File: config.mk
export PLATFORM = sky130hd
export DESIGN_NAME = ocs_status_unit
export DESIGN_NICKNAME = d
export VERILOG_FILES = /design/src/verilog/ocs_sync2.v /design/src/verilog/ocs_signature.v /design/src/verilog/ocs_status_unit.v
export VERILOG_INCLUDE_DIRS = /design/src /design/src/verilog
export SDC_FILE = /design/constraint.sdc
export NUM_CORES = 1
export LEC_CHECK = 0
export BUFFER_PORTS_ARGS = -buffer_cell sky130_fd_sc_hd__buf_2
export CAP_MARGIN = 20
export CELL_PAD_IN_SITES_DETAIL_PLACEMENT = 0
export CELL_PAD_IN_SITES_GLOBAL_PLACEMENT = 1
export CORE_MARGIN = 2
export CORE_UTILIZATION = 35
export DETAILED_ROUTE_END_ITERATION = 8
export PLACE_DENSITY_LB_ADDON = 0.2
export SYNTH_ARGS = -nofsm -noshare
export SYNTH_HDL_FRONTEND = slang
export SYNTH_SLANG_ARGS = --single-unit
File: constraint.sdc
create_clock -name pclk -period 1.4 [get_ports pclk]
set_input_delay 0.21 -clock pclk [delete_from_list [all_inputs] [get_ports pclk]]
set_output_delay 0.21 -clock pclk [all_outputs]
set_load 0.01 [all_outputs]
File: src/verilog/ocs_regs.vh
// register offsets, field positions and reset values of the output capture status unit
`ifndef OCS_REGS_VH
`define OCS_REGS_VH

`define OCS_IDX_STATUS      4'h9
`define OCS_IDX_PULSE       4'ha
`define OCS_IDX_SIGNATURE   4'hb
`define OCS_IDX_SAMPLE      4'hc
`define OCS_ADDR_STATUS     12'h024
`define OCS_ADDR_PULSE      12'h028
`define OCS_ADDR_SIGNATURE  12'h02c
`define OCS_ADDR_SAMPLE     12'h030

`define OCS_BIT_ARM         0
`define OCS_BIT_LOST        1
`define OCS_BIT_INT_EN      2
`define OCS_BIT_SPARE       3
`define OCS_BIT_OVF_PULSE   4
`define OCS_BIT_OVF_EN      5
`define OCS_BIT_OVF         6
`define OCS_BIT_STANDBY     7

`define OCS_STATUS_RESET    8'h00
`define OCS_SIG_RESET       8'h00
`define OCS_SIG_POLY        8'h1d

`endif

File: src/verilog/ocs_sync2.v
// two-flop synchroniser for a bundle of pin inputs
`timescale 1ns/1ps
`default_nettype none
module ocs_sync2 #(
   parameter W = 1
) (
   input  wire         pclk,     // clock
   input  wire         presetn,  // async reset, low
   input  wire [W-1:0] d,        // asynchronous input
   output reg  [W-1:0] q         // synchronised output
);
   reg [W-1:0] meta;
   always @(posedge pclk or negedge presetn) begin
      if (!presetn) begin
         meta <= {W{1'b0}};
         q    <= {W{1'b0}};
      end else begin
         meta <= d;
         q    <= meta;
      end
   end
endmodule
`default_nettype wire

File: src/verilog/ocs_signature.v
// nonlinear feedback signature generator over sync and sample bits
`include "ocs_regs.vh"
`timescale 1ns/1ps
`default_nettype none
module ocs_signature #(
   parameter DW = 16
) (
   input  wire          pclk,        // clock
   input  wire          presetn,     // async reset, low
   input  wire          step,        // accumulate one output word
   input  wire          block_sync,  // block sync output bit
   input  wire          frame_sync,  // frame sync output bit
   input  wire [DW-1:0] i_data,      // i output word
   input  wire [DW-1:0] q_data,      // q output word
   input  wire          sync_fall,   // internal sync went low
   output reg  [7:0]    result       // stored checksum
);
   reg  [7:0] acc;
   wire [7:0] fold;
   wire [7:0] fb;
   genvar g;

   // fold the sample bits into one byte
   generate
      for (g = 0; g < 8; g = g + 1) begin : g_fold
         assign fold[g] = ^{i_data[g % DW], q_data[(g + 8) % DW],
                            i_data[(g + 8) % DW], q_data[g % DW]};
      end
   endgenerate

   // nonlinear term: and of two taps mixed into the feedback
   assign fb = acc[7] ? `OCS_SIG_POLY : 8'h00;
   wire [7:0] mix = {acc[6:0], (acc[7] & acc[3]) ^ block_sync ^ frame_sync};

   always @(posedge pclk or negedge presetn) begin
      if (!presetn) begin
         acc    <= `OCS_SIG_RESET;
         result <= `OCS_SIG_RESET;
      end else if (sync_fall) begin
         result <= acc;
         acc    <= `OCS_SIG_RESET;
      end else if (step) begin
         acc    <= mix ^ fb ^ fold;
      end
   end
endmodule
`default_nettype wire

File: src/verilog/ocs_status_unit.v
// output capture status unit: apb register bank, capture, overflow, one-shot, checksum
`include "ocs_regs.vh"
`timescale 1ns/1ps
`default_nettype none

// How it works
// - software sets arm bit 0; hardware clears it after latching a sample
// - sample arriving while arm is clear sets sample-lost bit 1
// - writing 0 clears sample-lost; writing 1 leaves it
// - interrupt-enable low holds int pin high, else pin follows arm
// - pulse-select low: pin is inverted overflow flag; else one-cycle low pulse
// - reporting disabled: no flag set, pin never low; saturation detection unaffected
// - overflow sets sticky bit 6; cleared only by writing 0
// - standby bit 7 requests slow clock; registers kept, output data invalid
// - captured i and q held readable after arm falls
// - writing 01 arms and clears lost; 03 arms and keeps lost
// - sample during an arming write while arm is already set leaves arm stuck high, no capture
// - any write to pulse address fires the one-shot pin; data ignored
// - 8-bit nonlinear signature over sync and sample bits, read at 11
// - internal sync falling stores signature and clears generator
module ocs_status_unit #(
   parameter DW = 16
) (
   input  wire          pclk,               // apb clock, 100 mhz
   input  wire          presetn,            // async reset, low
   input  wire          psel,               // apb select
   input  wire          penable,            // apb access phase
   input  wire          pwrite,             // apb direction
   input  wire [11:0]   paddr,              // apb byte address
   input  wire [31:0]   pwdata,             // apb write data
   input  wire [3:0]    pstrb,              // apb byte strobes
   output wire          pready,             // apb ready
   output reg  [31:0]   prdata,             // apb read data
   output wire          pslverr,            // apb error
   input  wire          sample_valid,       // new output sample, one cycle
   input  wire [DW-1:0] sample_i,           // i output word
   input  wire [DW-1:0] sample_q,           // q output word
   input  wire          block_sync_output,  // block sync output bit
   input  wire          frame_sync_output,  // frame sync output bit
   input  wire          overflow_event,     // gain path overflow, one cycle
   input  wire          internal_sync,      // internal sync, asynchronous level
   output wire          int_n_pin,          // interrupt, low active
   output wire          ovf_n_pin,          // overflow pin, low active
   output reg           pulse_n_pin,        // one-shot pin, low active
   output wire          standby_request,    // standby to the clock unit
   output wire          output_data_valid   // output data usable
);
   // -----------------------------------------
   // bus decode
   // -----------------------------------------
   function is_addr;
      input [11:0] a;
      input [11:0] ref_a;
      begin
         is_addr = (a == ref_a);
      end
   endfunction

   wire access   = psel & penable;
   wire wr       = access & pwrite;
   wire wr_stat  = wr & is_addr(paddr, `OCS_ADDR_STATUS) & pstrb[0];
   wire wr_pulse = wr & is_addr(paddr, `OCS_ADDR_PULSE);
   wire mapped   = is_addr(paddr, `OCS_ADDR_STATUS) | is_addr(paddr, `OCS_ADDR_PULSE)
                 | is_addr(paddr, `OCS_ADDR_SIGNATURE) | is_addr(paddr, `OCS_ADDR_SAMPLE);
   wire rd_wo    = ~pwrite & is_addr(paddr, `OCS_ADDR_PULSE);
   wire wr_ro    = pwrite & (is_addr(paddr, `OCS_ADDR_SIGNATURE)
                 | is_addr(paddr, `OCS_ADDR_SAMPLE));

   assign pready  = 1'b1;
   assign pslverr = access & (~mapped | rd_wo | wr_ro);

   // -----------------------------------------
   // synchronised pin input
   // -----------------------------------------
   wire sync_s;
   reg  sync_d;
   ocs_sync2 #(.W(1)) u_sync (
      .pclk    (pclk),
      .presetn (presetn),
      .d       (internal_sync),
      .q       (sync_s)
   );
   always @(posedge pclk or negedge presetn) begin
      if (!presetn) begin
         sync_d <= 1'b0;
      end else begin
         sync_d <= sync_s;
      end
   end
   wire sync_fall = sync_d & ~sync_s;

   // -----------------------------------------
   // status register
   // -----------------------------------------
   reg          arm;
   reg          stuck;
   reg          lost;
   reg          int_en;
   reg          spare;
   reg          ovf_pin_pulse_select;
   reg          ovf_report_enable;
   reg          ovf;
   reg          standby;
   reg [DW-1:0] cap_i;
   reg [DW-1:0] cap_q;

   wire [7:0] wd        = pwdata[7:0];
   wire       arm_set   = wr_stat & wd[`OCS_BIT_ARM];
   // capture only when armed and not stuck; a sample landing on the arming write is not taken
   wire       capture   = sample_valid & arm & ~arm_set & ~stuck;
   // a stuck arm bit shows itself by raising the lost flag
   wire       lost_hit  = sample_valid & (~arm | stuck);
   wire       ovf_hit   = overflow_event & ovf_report_enable;

   reg next_arm;
   reg next_stuck;
   reg next_lost;
   reg next_ovf;
   always @* begin
      next_arm   = arm;
      next_stuck = stuck;
      next_lost  = lost;
      next_ovf   = ovf;
      if (wr_stat) begin
         next_arm = wd[`OCS_BIT_ARM];
         if (!wd[`OCS_BIT_LOST])
            next_lost = 1'b0;
         if (!wd[`OCS_BIT_OVF])
            next_ovf = 1'b0;
      end
      if (capture)
         next_arm = 1'b0;
      // only clearing the arm bit leaves the stuck state
      if (wr_stat & ~wd[`OCS_BIT_ARM])
         next_stuck = 1'b0;
      if (arm_set & sample_valid & arm) begin
         next_arm   = 1'b1;
         next_stuck = 1'b1;
      end
      if (lost_hit)
         next_lost = 1'b1;
      if (ovf_hit)
         next_ovf = 1'b1;
   end

   always @(posedge pclk or negedge presetn) begin
      if (!presetn) begin
         arm                  <= 1'b0;
         stuck                <= 1'b0;
         lost                 <= 1'b0;
         int_en               <= 1'b0;
         spare                <= 1'b0;
         ovf_pin_pulse_select <= 1'b0;
         ovf_report_enable    <= 1'b0;
         ovf                  <= 1'b0;
         standby              <= 1'b0;
      end else begin
         arm   <= next_arm;
         stuck <= next_stuck;
         lost  <= next_lost;
         ovf   <= next_ovf;
         if (wr_stat) begin
            int_en               <= wd[`OCS_BIT_INT_EN];
            spare                <= wd[`OCS_BIT_SPARE];
            ovf_pin_pulse_select <= wd[`OCS_BIT_OVF_PULSE];
            ovf_report_enable    <= wd[`OCS_BIT_OVF_EN];
            standby              <= wd[`OCS_BIT_STANDBY];
         end
      end
   end

   // -----------------------------------------
   // sample capture
   // -----------------------------------------
   always @(posedge pclk or negedge presetn) begin
      if (!presetn) begin
         cap_i <= {DW{1'b0}};
         cap_q <= {DW{1'b0}};
      end else if (capture) begin
         cap_i <= sample_i;
         cap_q <= sample_q;
      end
   end

   // -----------------------------------------
   // pins
   // -----------------------------------------
   reg ovf_pulse;
   always @(posedge pclk or negedge presetn) begin
      if (!presetn) begin
         ovf_pulse   <= 1'b0;
         pulse_n_pin <= 1'b1;
      end else begin
         ovf_pulse   <= ovf_hit & ovf_pin_pulse_select;
         pulse_n_pin <= ~wr_pulse;
      end
   end

   assign int_n_pin         = int_en ? arm : 1'b1;
   // disabling reporting also releases the pin while the flag is still set
   assign ovf_n_pin         = ovf_pin_pulse_select ? ~(ovf_pulse & ovf_report_enable)
                            : ~(ovf & ovf_report_enable);
   assign standby_request   = standby;
   assign output_data_valid = ~standby;

   // -----------------------------------------
   // signature
   // -----------------------------------------
   wire [7:0] sig_result;
   ocs_signature #(.DW(DW)) u_sig (
      .pclk       (pclk),
      .presetn    (presetn),
      .step       (sample_valid),
      .block_sync (block_sync_output),
      .frame_sync (frame_sync_output),
      .i_data     (sample_i),
      .q_data     (sample_q),
      .sync_fall  (sync_fall),
      .result     (sig_result)
   );

   // -----------------------------------------
   // read data
   // -----------------------------------------
   wire [7:0] stat_rd = {standby, ovf, ovf_report_enable, ovf_pin_pulse_select,
                         spare, int_en, lost, arm};
   always @(posedge pclk or negedge presetn) begin
      if (!presetn) begin
         prdata <= 32'h00000000;
      end else if (psel & ~penable & ~pwrite) begin
         case (paddr)
            `OCS_ADDR_STATUS:    prdata <= {24'h000000, stat_rd};
            `OCS_ADDR_SIGNATURE: prdata <= {24'h000000, sig_result};
            `OCS_ADDR_SAMPLE:    prdata <= {cap_q[15:0], cap_i[15:0]};
            default:             prdata <= 32'h00000000;
         endcase
      end
   end
endmodule
`default_nettype wire

=== Word level (Yosys, flattened, before mapping) ===
Cells that the tools add are included.

* Bitwise logic cells: 47
* Reductions and logical operators: 15
* Equality and inequality tests: 6
* Muxes and demuxes: 17

{| class="wikitable"
|+ Operator list
! operator !! count
|-
| $pmux 32 s3 || 1
|-
| $eq 12x6->1 const B || 4
|-
| $reduce_xor 4->1 || 8
|-
| $and 1x1->1 || 24
|-
| $mux 8 || 2
|-
| $xor 8x8->8 || 2
|-
| $mux 1 || 13
|-
| $not 1->1 || 12
|-
| $reduce_bool 2->1 || 4
|-
| $or 1x1->1 || 7
|-
| $mux 5 || 1
|-
| $ne 2x1->1 const B || 2
|-
| $reduce_and 2->1 || 2
|-
| $reduce_bool 3->1 || 1
|-
| $xor 1x1->1 || 2
|}

* Output and inout port bits: 39
* Bits in registers: 94
* Word-level logic and storage cells: 104
* Input bits: 90

=== Longest topological paths before layout ===
Gate-level depths: netlist of the first run.

* Depth after elaboration: 10
* Mapped depth: 6
* Mapped depth without buffers: 5

=== Modules after synthesis ===
A second synthesis of the first run with hierarchy kept.

* Cell total of the unflattened synthesis: 318
* Area, all modules: 4,335.4 sq um

{| class="wikitable"
|+ Modules (own cells, without submodules)
! module !! area each (sq um) !! sequential area each (sq um) !! instances !! cells an instance
|-
| ocs_status_unit || 3,337.0 || 1,903.1 || 1 || 233
|-
| ocs_signature || 948.4 || 400.4 || 1 || 83
|-
| ocs_sync2 || 50.0 || 50.0 || 1 || 2
|}

=== Least setup slack after synthesis of the first run ===
OpenSTA, ideal clock, no wires.

* Kind: input to register
* From: in paddr[9]
* To: reg cap_i[0]
* Required time: 1.275 ns
* Data arrival time: 1.628 ns
* Library setup time: 0.125 ns
* Stages: 6
* Setup slack: -0.353 ns
* Path buffers: 2
* Cells stage by stage: nor4_2 > and4b_1 > buf_6 > a2111o_4 > buf_12 > mux2_4

* Cells in the longest elaborated chain, start to end: 7

{| class="wikitable"
|+ Ends and longest elaborated chain
! item !! line !! source
|-
| start, declared || ocs_status_unit.v:29 || <nowiki>input wire [11:0] paddr,</nowiki>
|-
| $eq 12x6->1 || ocs_status_unit.v:55 || <nowiki>is_addr = (a == ref_a);</nowiki>
|-
| $and 1x1->1 (2 in series) || ocs_status_unit.v:61 || <nowiki>wire wr_stat = wr & is_addr(paddr, `OCS_ADDR_STATUS) & pstrb[0];</nowiki>
|-
| $and 1x1->1 || ocs_status_unit.v:108 || <nowiki>wire arm_set = wr_stat & wd[`OCS_BIT_ARM];</nowiki>
|-
| $not 1->1 || ocs_status_unit.v:110 || <nowiki>wire capture = sample_valid & arm & ~arm_set & ~stuck;</nowiki>
|-
| $and 1x1->1 (2 in series) || ocs_status_unit.v:110 ||
|-
| end signal, assigned || ocs_status_unit.v:177 || <nowiki>cap_i <= {DW{1'b0}};</nowiki>
|-
| end signal, assigned || ocs_status_unit.v:180 || <nowiki>cap_i <= sample_i;</nowiki>
|-
| end, declared || ocs_status_unit.v:104 || <nowiki>reg [DW-1:0] cap_i;</nowiki>
|}

No other way between the ends.
A chain may end at the register's enable or synchronous reset.

=== Worst setup path in the final report of the first run ===
* From: reg stuck
* To: reg cap_i[0]

* Cells in the longest elaborated chain, start to end: 2

{| class="wikitable"
|+ Ends and longest elaborated chain
! item !! line !! source
|-
| start, declared || ocs_status_unit.v:96 || <nowiki>reg stuck;</nowiki>
|-
| start signal, assigned || ocs_status_unit.v:159 || <nowiki>stuck <= next_stuck;</nowiki>
|-
| $not 1->1 || ocs_status_unit.v:110 ||
|-
| $and 1x1->1 || ocs_status_unit.v:110 ||
|}

No other way between the ends.

==> impl_metrics.yaml, run 1 <==
detailed_routing:
  via_count: 3279
  routed.top_layer: "met4"
  vias_per_cell: 4.780
  drc: 0
  drt_iter0_drc: 150
  wire_per_inst_um: 16.05
  dr_wl_met2_mm: 5.354
  first_pass_iters: 4
  ant_nets: 0
  dr_wl_met3_um: 346
  drt-total-wl_mm: 11.01
  drt-met1-wl_mm: 5.068
clock_tree:
  clk_pin_slew_ns: 0.06
  cts_buffers: 9
  clk_path_buf_depth: 2
  clockRootBuffer: "clkbuf_16"
  clk-insertion-delay-late_ns: 0.35
  cts_tree: "built"
  cts_max_level: 3
  numClockSinks: 94
yosys:
  async_flop_share_pct: 100.0
  synth_seq_cells: 94
  syn_avg_cell_area_sq_um: 11.76
  yosys_warnings: 0
  synth_edf_count: 0
  ys_types: 45
  synth_nets: 466
  synth_cells: 375
  synth_top_flop_cell: "dfrtp_1"
  ys_seq_area_share_pct: 53.36
  synth_area_sq_mm: 0.004410
layout:
  regArea_sq_mm: 0.002354
  multi_input_area_sq_mm: 0.001951
  syn_to_final_growth_pct: 30.55
  diodes: 0
  nets: 600
  finalInstanceArea_sq_mm: 0.005758
  num-fill-cells: 1207
  layout-drive-gt1-share_pct: 42.02
  final_cells: 686
place:
  dp.final_hpwl_mm: 8.316
  placed_cells: 665
  gp_congestion: 0.7393
  io_buffer_count: 100
  detailed_place.area_sq_mm: 0.005375
timing:
  tightest_slew_ns: 0.5743
  setup_ws_ns: -0.1506
  period_share_pct: 110.8
  maxSlewHeadroom_pct: 61.54
  holdWs_ns: 0.09367
  drv_slew: 0
  finalHoldViolations: 0
  finalSetupViolCount: 34
  period_minus_slack_ns: 1.551
  rsz0062_at_grt: "true"
  fin_worst_skew_ns: 0.006679
  max_freq_mhz: 644.9
status:
  status: "finished with violations"
  violations: "negative setup slack"
global_routing:
  grt_use_total_pct: 17.16
  grt_max_degree: 40
  antenna_found_initial: 0
  grt_pass1_wl_mm: 17.38
  overflow: 0
  grt_pass1_vias: 3307
worst_setup_path:
  rr_worst_depth: 3
  crit_required_ns: 1.63
  path_class: "flop to flop"
  critPathArrivalTime_ns: 1.78
  start_kind: "flop"
  end_kind: "flop"
  crit_fanout: 12
power_and_ir_drop:
  ir_worst_vdd_mv: 0.5622
  p_leak_nw: 2.929
  power_density_mw_per_mm2: 1160
job:
  maxCapViolCount: 0
hold_path:
  whs_path_depth: 2
  hp-class: "primary input to flop"
floorplanning:
  coreArea_sq_mm: 0.01247
  ioPinCount: 129
  start_util_pct: 35.38
  die_h_um: 116.3
  row_count: 41
  dieArea_sq_mm: 0.01352
  die_x_um: 116.3
==> where the power goes <==
group / internal [mW] / switching, mW / leakage, nW
registers: 2.96 / 0.169 / 1.24
logic: 0.627 / 0.474 / 1.55
clock network: 1.38 / 1.06 / 0.143
==> registers in the layout (all words and copies together), names as in the netlist, 8 cells and up <==
register	flops
prdata	32
cap_i	16
cap_q	16
u_sig.acc	8
u_sig.result	8
==> through the flow <==
step	setup slack [ns]	TNS [ns]	total power, mW	util, %
floorplan	-0.2770	-8.657	3.874	-
global placement	-0.4667	-21.82	4.267	43.12
detailed placement	-0.4892	-22.14	4.290	43.12
CTS	-0.1553	-4.546	6.754	45.74
global route	-0.1792	-4.899	6.991	46.19
finish	-0.1506	-4.481	6.678	46.19
==> final cells by class <==
class	count	area share (%)
multi-input cells	255	33.88
repair buffers	144	16.15
well taps	172	3.738
clock buffers	10	3.977
inverters	5	0.3259
clock inverters	6	1.065
flip-flops and latches	94	40.87
==> final timing paths <==
path,start,endpoint,slack [ns]
max,stuck$_DFFE_PN0P_,cap_i[0]$_DFFE_PN0P_,-0.15
min,pwdata[5],ovf_report_enable$_DFFE_PN0P_,0.09
max reg2reg,stuck$_DFFE_PN0P_,cap_i[0]$_DFFE_PN0P_,-0.15
min reg2reg,u_sync.meta$_DFF_PN0_,u_sync.q$_DFF_PN0_,0.35
max in group asynchronous,presetn,prdata[28]$_DFFE_PN0P_,0.53
min in group asynchronous,presetn,ovf_pin_pulse_select$_DFFE_PN0P_,0.33
==> layout by cell type, fill, tap and decap left out, types with 6 or more instances in the layout <==
master     count
buf_2         97
dfrtp_1       93
nand2_1       66
buf_4         36
mux2_4        33
xnor2_1       32
nand3_1       27
o21ai_0       13
mux2_2        12
clkbuf_16      9
nor2_1         8
a32oi_1        8
buf_12         6
==> cell usage after synthesis, drive strengths merged (2+ instances only) <==
cell type	number	area share, %
and4	2	0.40
a32oi	8	1.6
clkbuf	11	0.94
nor3b	3	0.51
mux2	45	14
nand3	27	3.1
xnor2	32	6.4
and3	2	0.28
a2bb2oi	5	0.99
nor2	9	0.77
nand4	2	0.28
nor3	2	0.23
nand3b	2	0.34
xor2	5	0.99
o31a	3	0.60
o22ai	5	0.71
dfrtp	93	53
nand2	66	5.6
a211oi	4	0.68
buf	10	2.4
o21ai	15	1.7
inv	5	0.43
nor4	2	0.57
==> cell families (layout without fill, tap and decap cells) <==
kind of cell	Yosys count	after routing	synth area share (%)
AO/OA/AOI/OAI	47	47	7.858
XOR/XNOR	37	37	7.347
multiplexers	45	45	14.04
adder cells (fa/ha/maj)	1	1	0.2836
other	1	1	0.08502
flip-flops	94	94	53.36
AND/OR/NAND/NOR	124	124	13.28
buffers and inverters	26	165	3.744
==> critical path, cell delays in order, from the launching register on <==
cell and delay (ns):
dfrtp_1 0.40, a2111o_4 0.55, buf_12 0.19, mux2_4 0.30
==> what timing repair did <==
item | in CTS | in global routing
endpoints found under the setup margin | 34 | 35
hold buffers | 2 | 0
pin swaps | 1 | 9
resized for setup | 2 | 12
setup buffers | 1 | 2
endpoints found under the hold margin | 23 | 0
==> layer usage <==
metal / track usage, % / vias up
li1: - / 1580
met1: 22.80 / 1611
met2: 27.67 / 73
met3: 2.906 / 15
met4: 7.698 / 0
met5: 0 / -
Note: power is estimated with default switching activity, not from simulation.
==> run 2, diff against run 1 <==
==> constraint.sdc (replaced) <==
create_clock -name pclk -period 1.4 [get_ports pclk]
set_input_delay 0.14 -clock pclk [delete_from_list [all_inputs] [get_ports pclk]]
set_output_delay 0.14 -clock pclk [all_outputs]
set_load 0.01 [all_outputs]
==> run 2 against run 1 <==
The run still ends with negative setup slack left. Global-route usage rose by 0.42 points. Core utilization barely moved. First-iteration DRC count is 13% lower. Register-to-register slack worse by 0.03 ns. Critical path type unchanged. Largest cell class unchanged.
==> impl_metrics.yaml, run 2 (synthesized netlist as in run 1, its figures left out) <==
status:
  status: "finished with violations"
  violations: "negative setup slack"
place:
  gp_congestion: 0.7380
  placed_cells: 668
  dp.final_hpwl_mm: 8.388
  io_buffer_count: 100
power_and_ir_drop:
  p_clk_share_pct: 34.2
  sw_frac_of_total_pct: 26.33
  p_leak_nw: 2.934
  switchingPower_mw: 1.728
  power_density_mw_per_mm2: 1140
  p_comb_share_pct: 17.9
  cellInternalPower_mw: 4.836
  ir_worst_vdd_mv: 0.6382
  sequentialPowerShare_pct: 48.0
layout:
  largest_register_ff_count: 32
  syn_to_final_growth_pct: 30.61
  regArea_sq_mm: 0.002354
  num-fill-cells: 1209
  layout_common_cells: "buf_2 (98), dfrtp_1 (93), nand2_1 (66), buf_4 (42), mux2_4 (30)"
  final_common_cell: "buf_2"
  diodes: 0
  nets: 605
  largest_register: "prdata"
  final_cells: 691
  multi_input_area_sq_mm: 0.001966
  top_regs: "prdata: 32 flops, cap_i: 16 flops, cap_q: 16 flops"
  layout-drive-gt1-share_pct: 42.77
detailed_routing:
  wire_per_inst_um: 16.23
  drt_iter0_drc: 130
  via_count: 3272
  drc: 0
  drt-total-wl_mm: 11.22
  ant_nets: 0
  vias_per_cell: 4.735
  first_pass_iters: 4
worst_setup_path:
  crit_family: "compound AO/OA/AOI/OAI gates"
  rrSetupSlack_ns: -0.18
  path_cells: "a2111o_4 > buf_12 > mux2_4"
  crit_slowest_cell: "a2111o_4"
  crit_required_ns: 1.63
  path_class: "flop to flop"
  critPathMaxStageDelay_ns: 0.57
  path_buf_inv: 1
  end_kind: "flop"
  start_kind: "flop"
  critPathArrivalTime_ns: 1.80
  crit_fanout: 14
global_routing:
  grt_pass1_vias: 3447
  grt_use_total_pct: 17.58
  grt_pass1_wl_mm: 18.06
  grt_max_degree: 33
  overflow: 0
  antenna_found_initial: 0
timing:
  drv_slew: 0
  finalSetupTns_ns: -4.735
  period_share_pct: 112.6
  setup_ws_ns: -0.1758
  maxSlewHeadroom_pct: 55.32
  finalHoldViolations: 0
  fin_worst_skew_ns: 0.004135
  rsz0062_at_grt: "true"
  finalSetupViolCount: 31
  period_minus_slack_ns: 1.576
  holdWs_ns: 0.03203
  max_freq_mhz: 634.6
  tightest_slew_ns: 0.6673
floorplanning:
  die_h_um: 116.3
  die_x_um: 116.3
  ioPinCount: 129
  row_count: 41
  coreArea_sq_mm: 0.01247
  dieArea_sq_mm: 0.01352
  start_util_pct: 35.38
clock_tree:
  clk_pin_slew_ns: 0.06
  clk-insertion-delay-late_ns: 0.34
  cts_buffers: 9
  clockRootBuffer: "clkbuf_16"
  cts_tree: "built"
  clk_path_buf_depth: 2
  numClockSinks: 94
  cts_max_level: 3
hold_path:
  hp-class: "primary input to flop"
job:
  maxCapViolCount: 0
## run 2: metrics by stage
stage / instance area, sq um / total power, mW / utilization, % / setup WS, ns
2_1_floorplan: 4431 / 3.874 / - / -0.2070
3_3_place_gp: 5370 / 4.287 / 43.08 / -0.3868
3_5_place_dp: 5370 / 4.317 / 43.08 / -0.4423
4_1_cts: 5693 / 6.587 / 45.67 / -0.1763
5_1_grt: 5761 / 6.870 / 46.21 / -0.2082
6_report: 5761 / 6.564 / 46.21 / -0.1758
## run 2: repair_timing
action | CTS | global route
endpoints found under the hold margin | 78 | 0
buffers inserted | 2 | 3
pin swaps | 3 | 7
setup endpoints to repair | 34 | 35
hold buffers | 2 | 0
resized for setup | 4 | 10
## run 2: power by group through the flow
stage / Combinational [mW] / Clock [mW] / Sequential (mW)
finish: 1.17 / 2.24 / 3.15
global route: 1.30 / 2.39 / 3.18
CTS: 1.14 / 2.31 / 3.14
detailed placement: 1.12 / 0 / 3.19
global placement: 1.11 / 0 / 3.18
floorplan: 0.732 / 0 / 3.14
## run 2: final timing paths
path                                       startpoint                            end  cells past startpoint
worst max-delay path                stuck$_DFFE_PN0P_          cap_i[11]$_DFFE_PN0P_                      3
worst min-delay path                        pwdata[3]              spare$_DFFE_PN0P_                      2
worst max register to register      stuck$_DFFE_PN0P_          cap_i[11]$_DFFE_PN0P_                      3
worst min register to register  u_sync.meta$_DFF_PN0_             u_sync.q$_DFF_PN0_                      0
max in group asynchronous                     presetn           cap_i[8]$_DFFE_PN0P_                      3
min in group asynchronous                     presetn  ovf_report_enable$_DFFE_PN0P_                      2
## run 2: cell type report
type                            instances  share of cell area [%]
Tap cell                              172                   3.736
Inverter                                5                  0.3258
Sequential cell                        94                   40.86
Clock inverter                          6                  0.6733
Clock buffer                           10                   3.975
Timing Repair Buffer                  149                   16.31
Multi-Input combinational cell        255                   34.12
## run 2: worst register-to-register path: stages (launching register included)
cell and delay, ns:
dfrtp_1 0.39, a2111o_4 0.57, buf_12 0.20, mux2_4 0.30
## run 2: metal layers
metal	global-route usage (%)	vias up	wire [um]
met2	28.99	75	5435
met5	0	-	0
li1	-	1583	-
met1	23.56	1601	5194
met4	5.159	0	151
met3	3.581	13	435
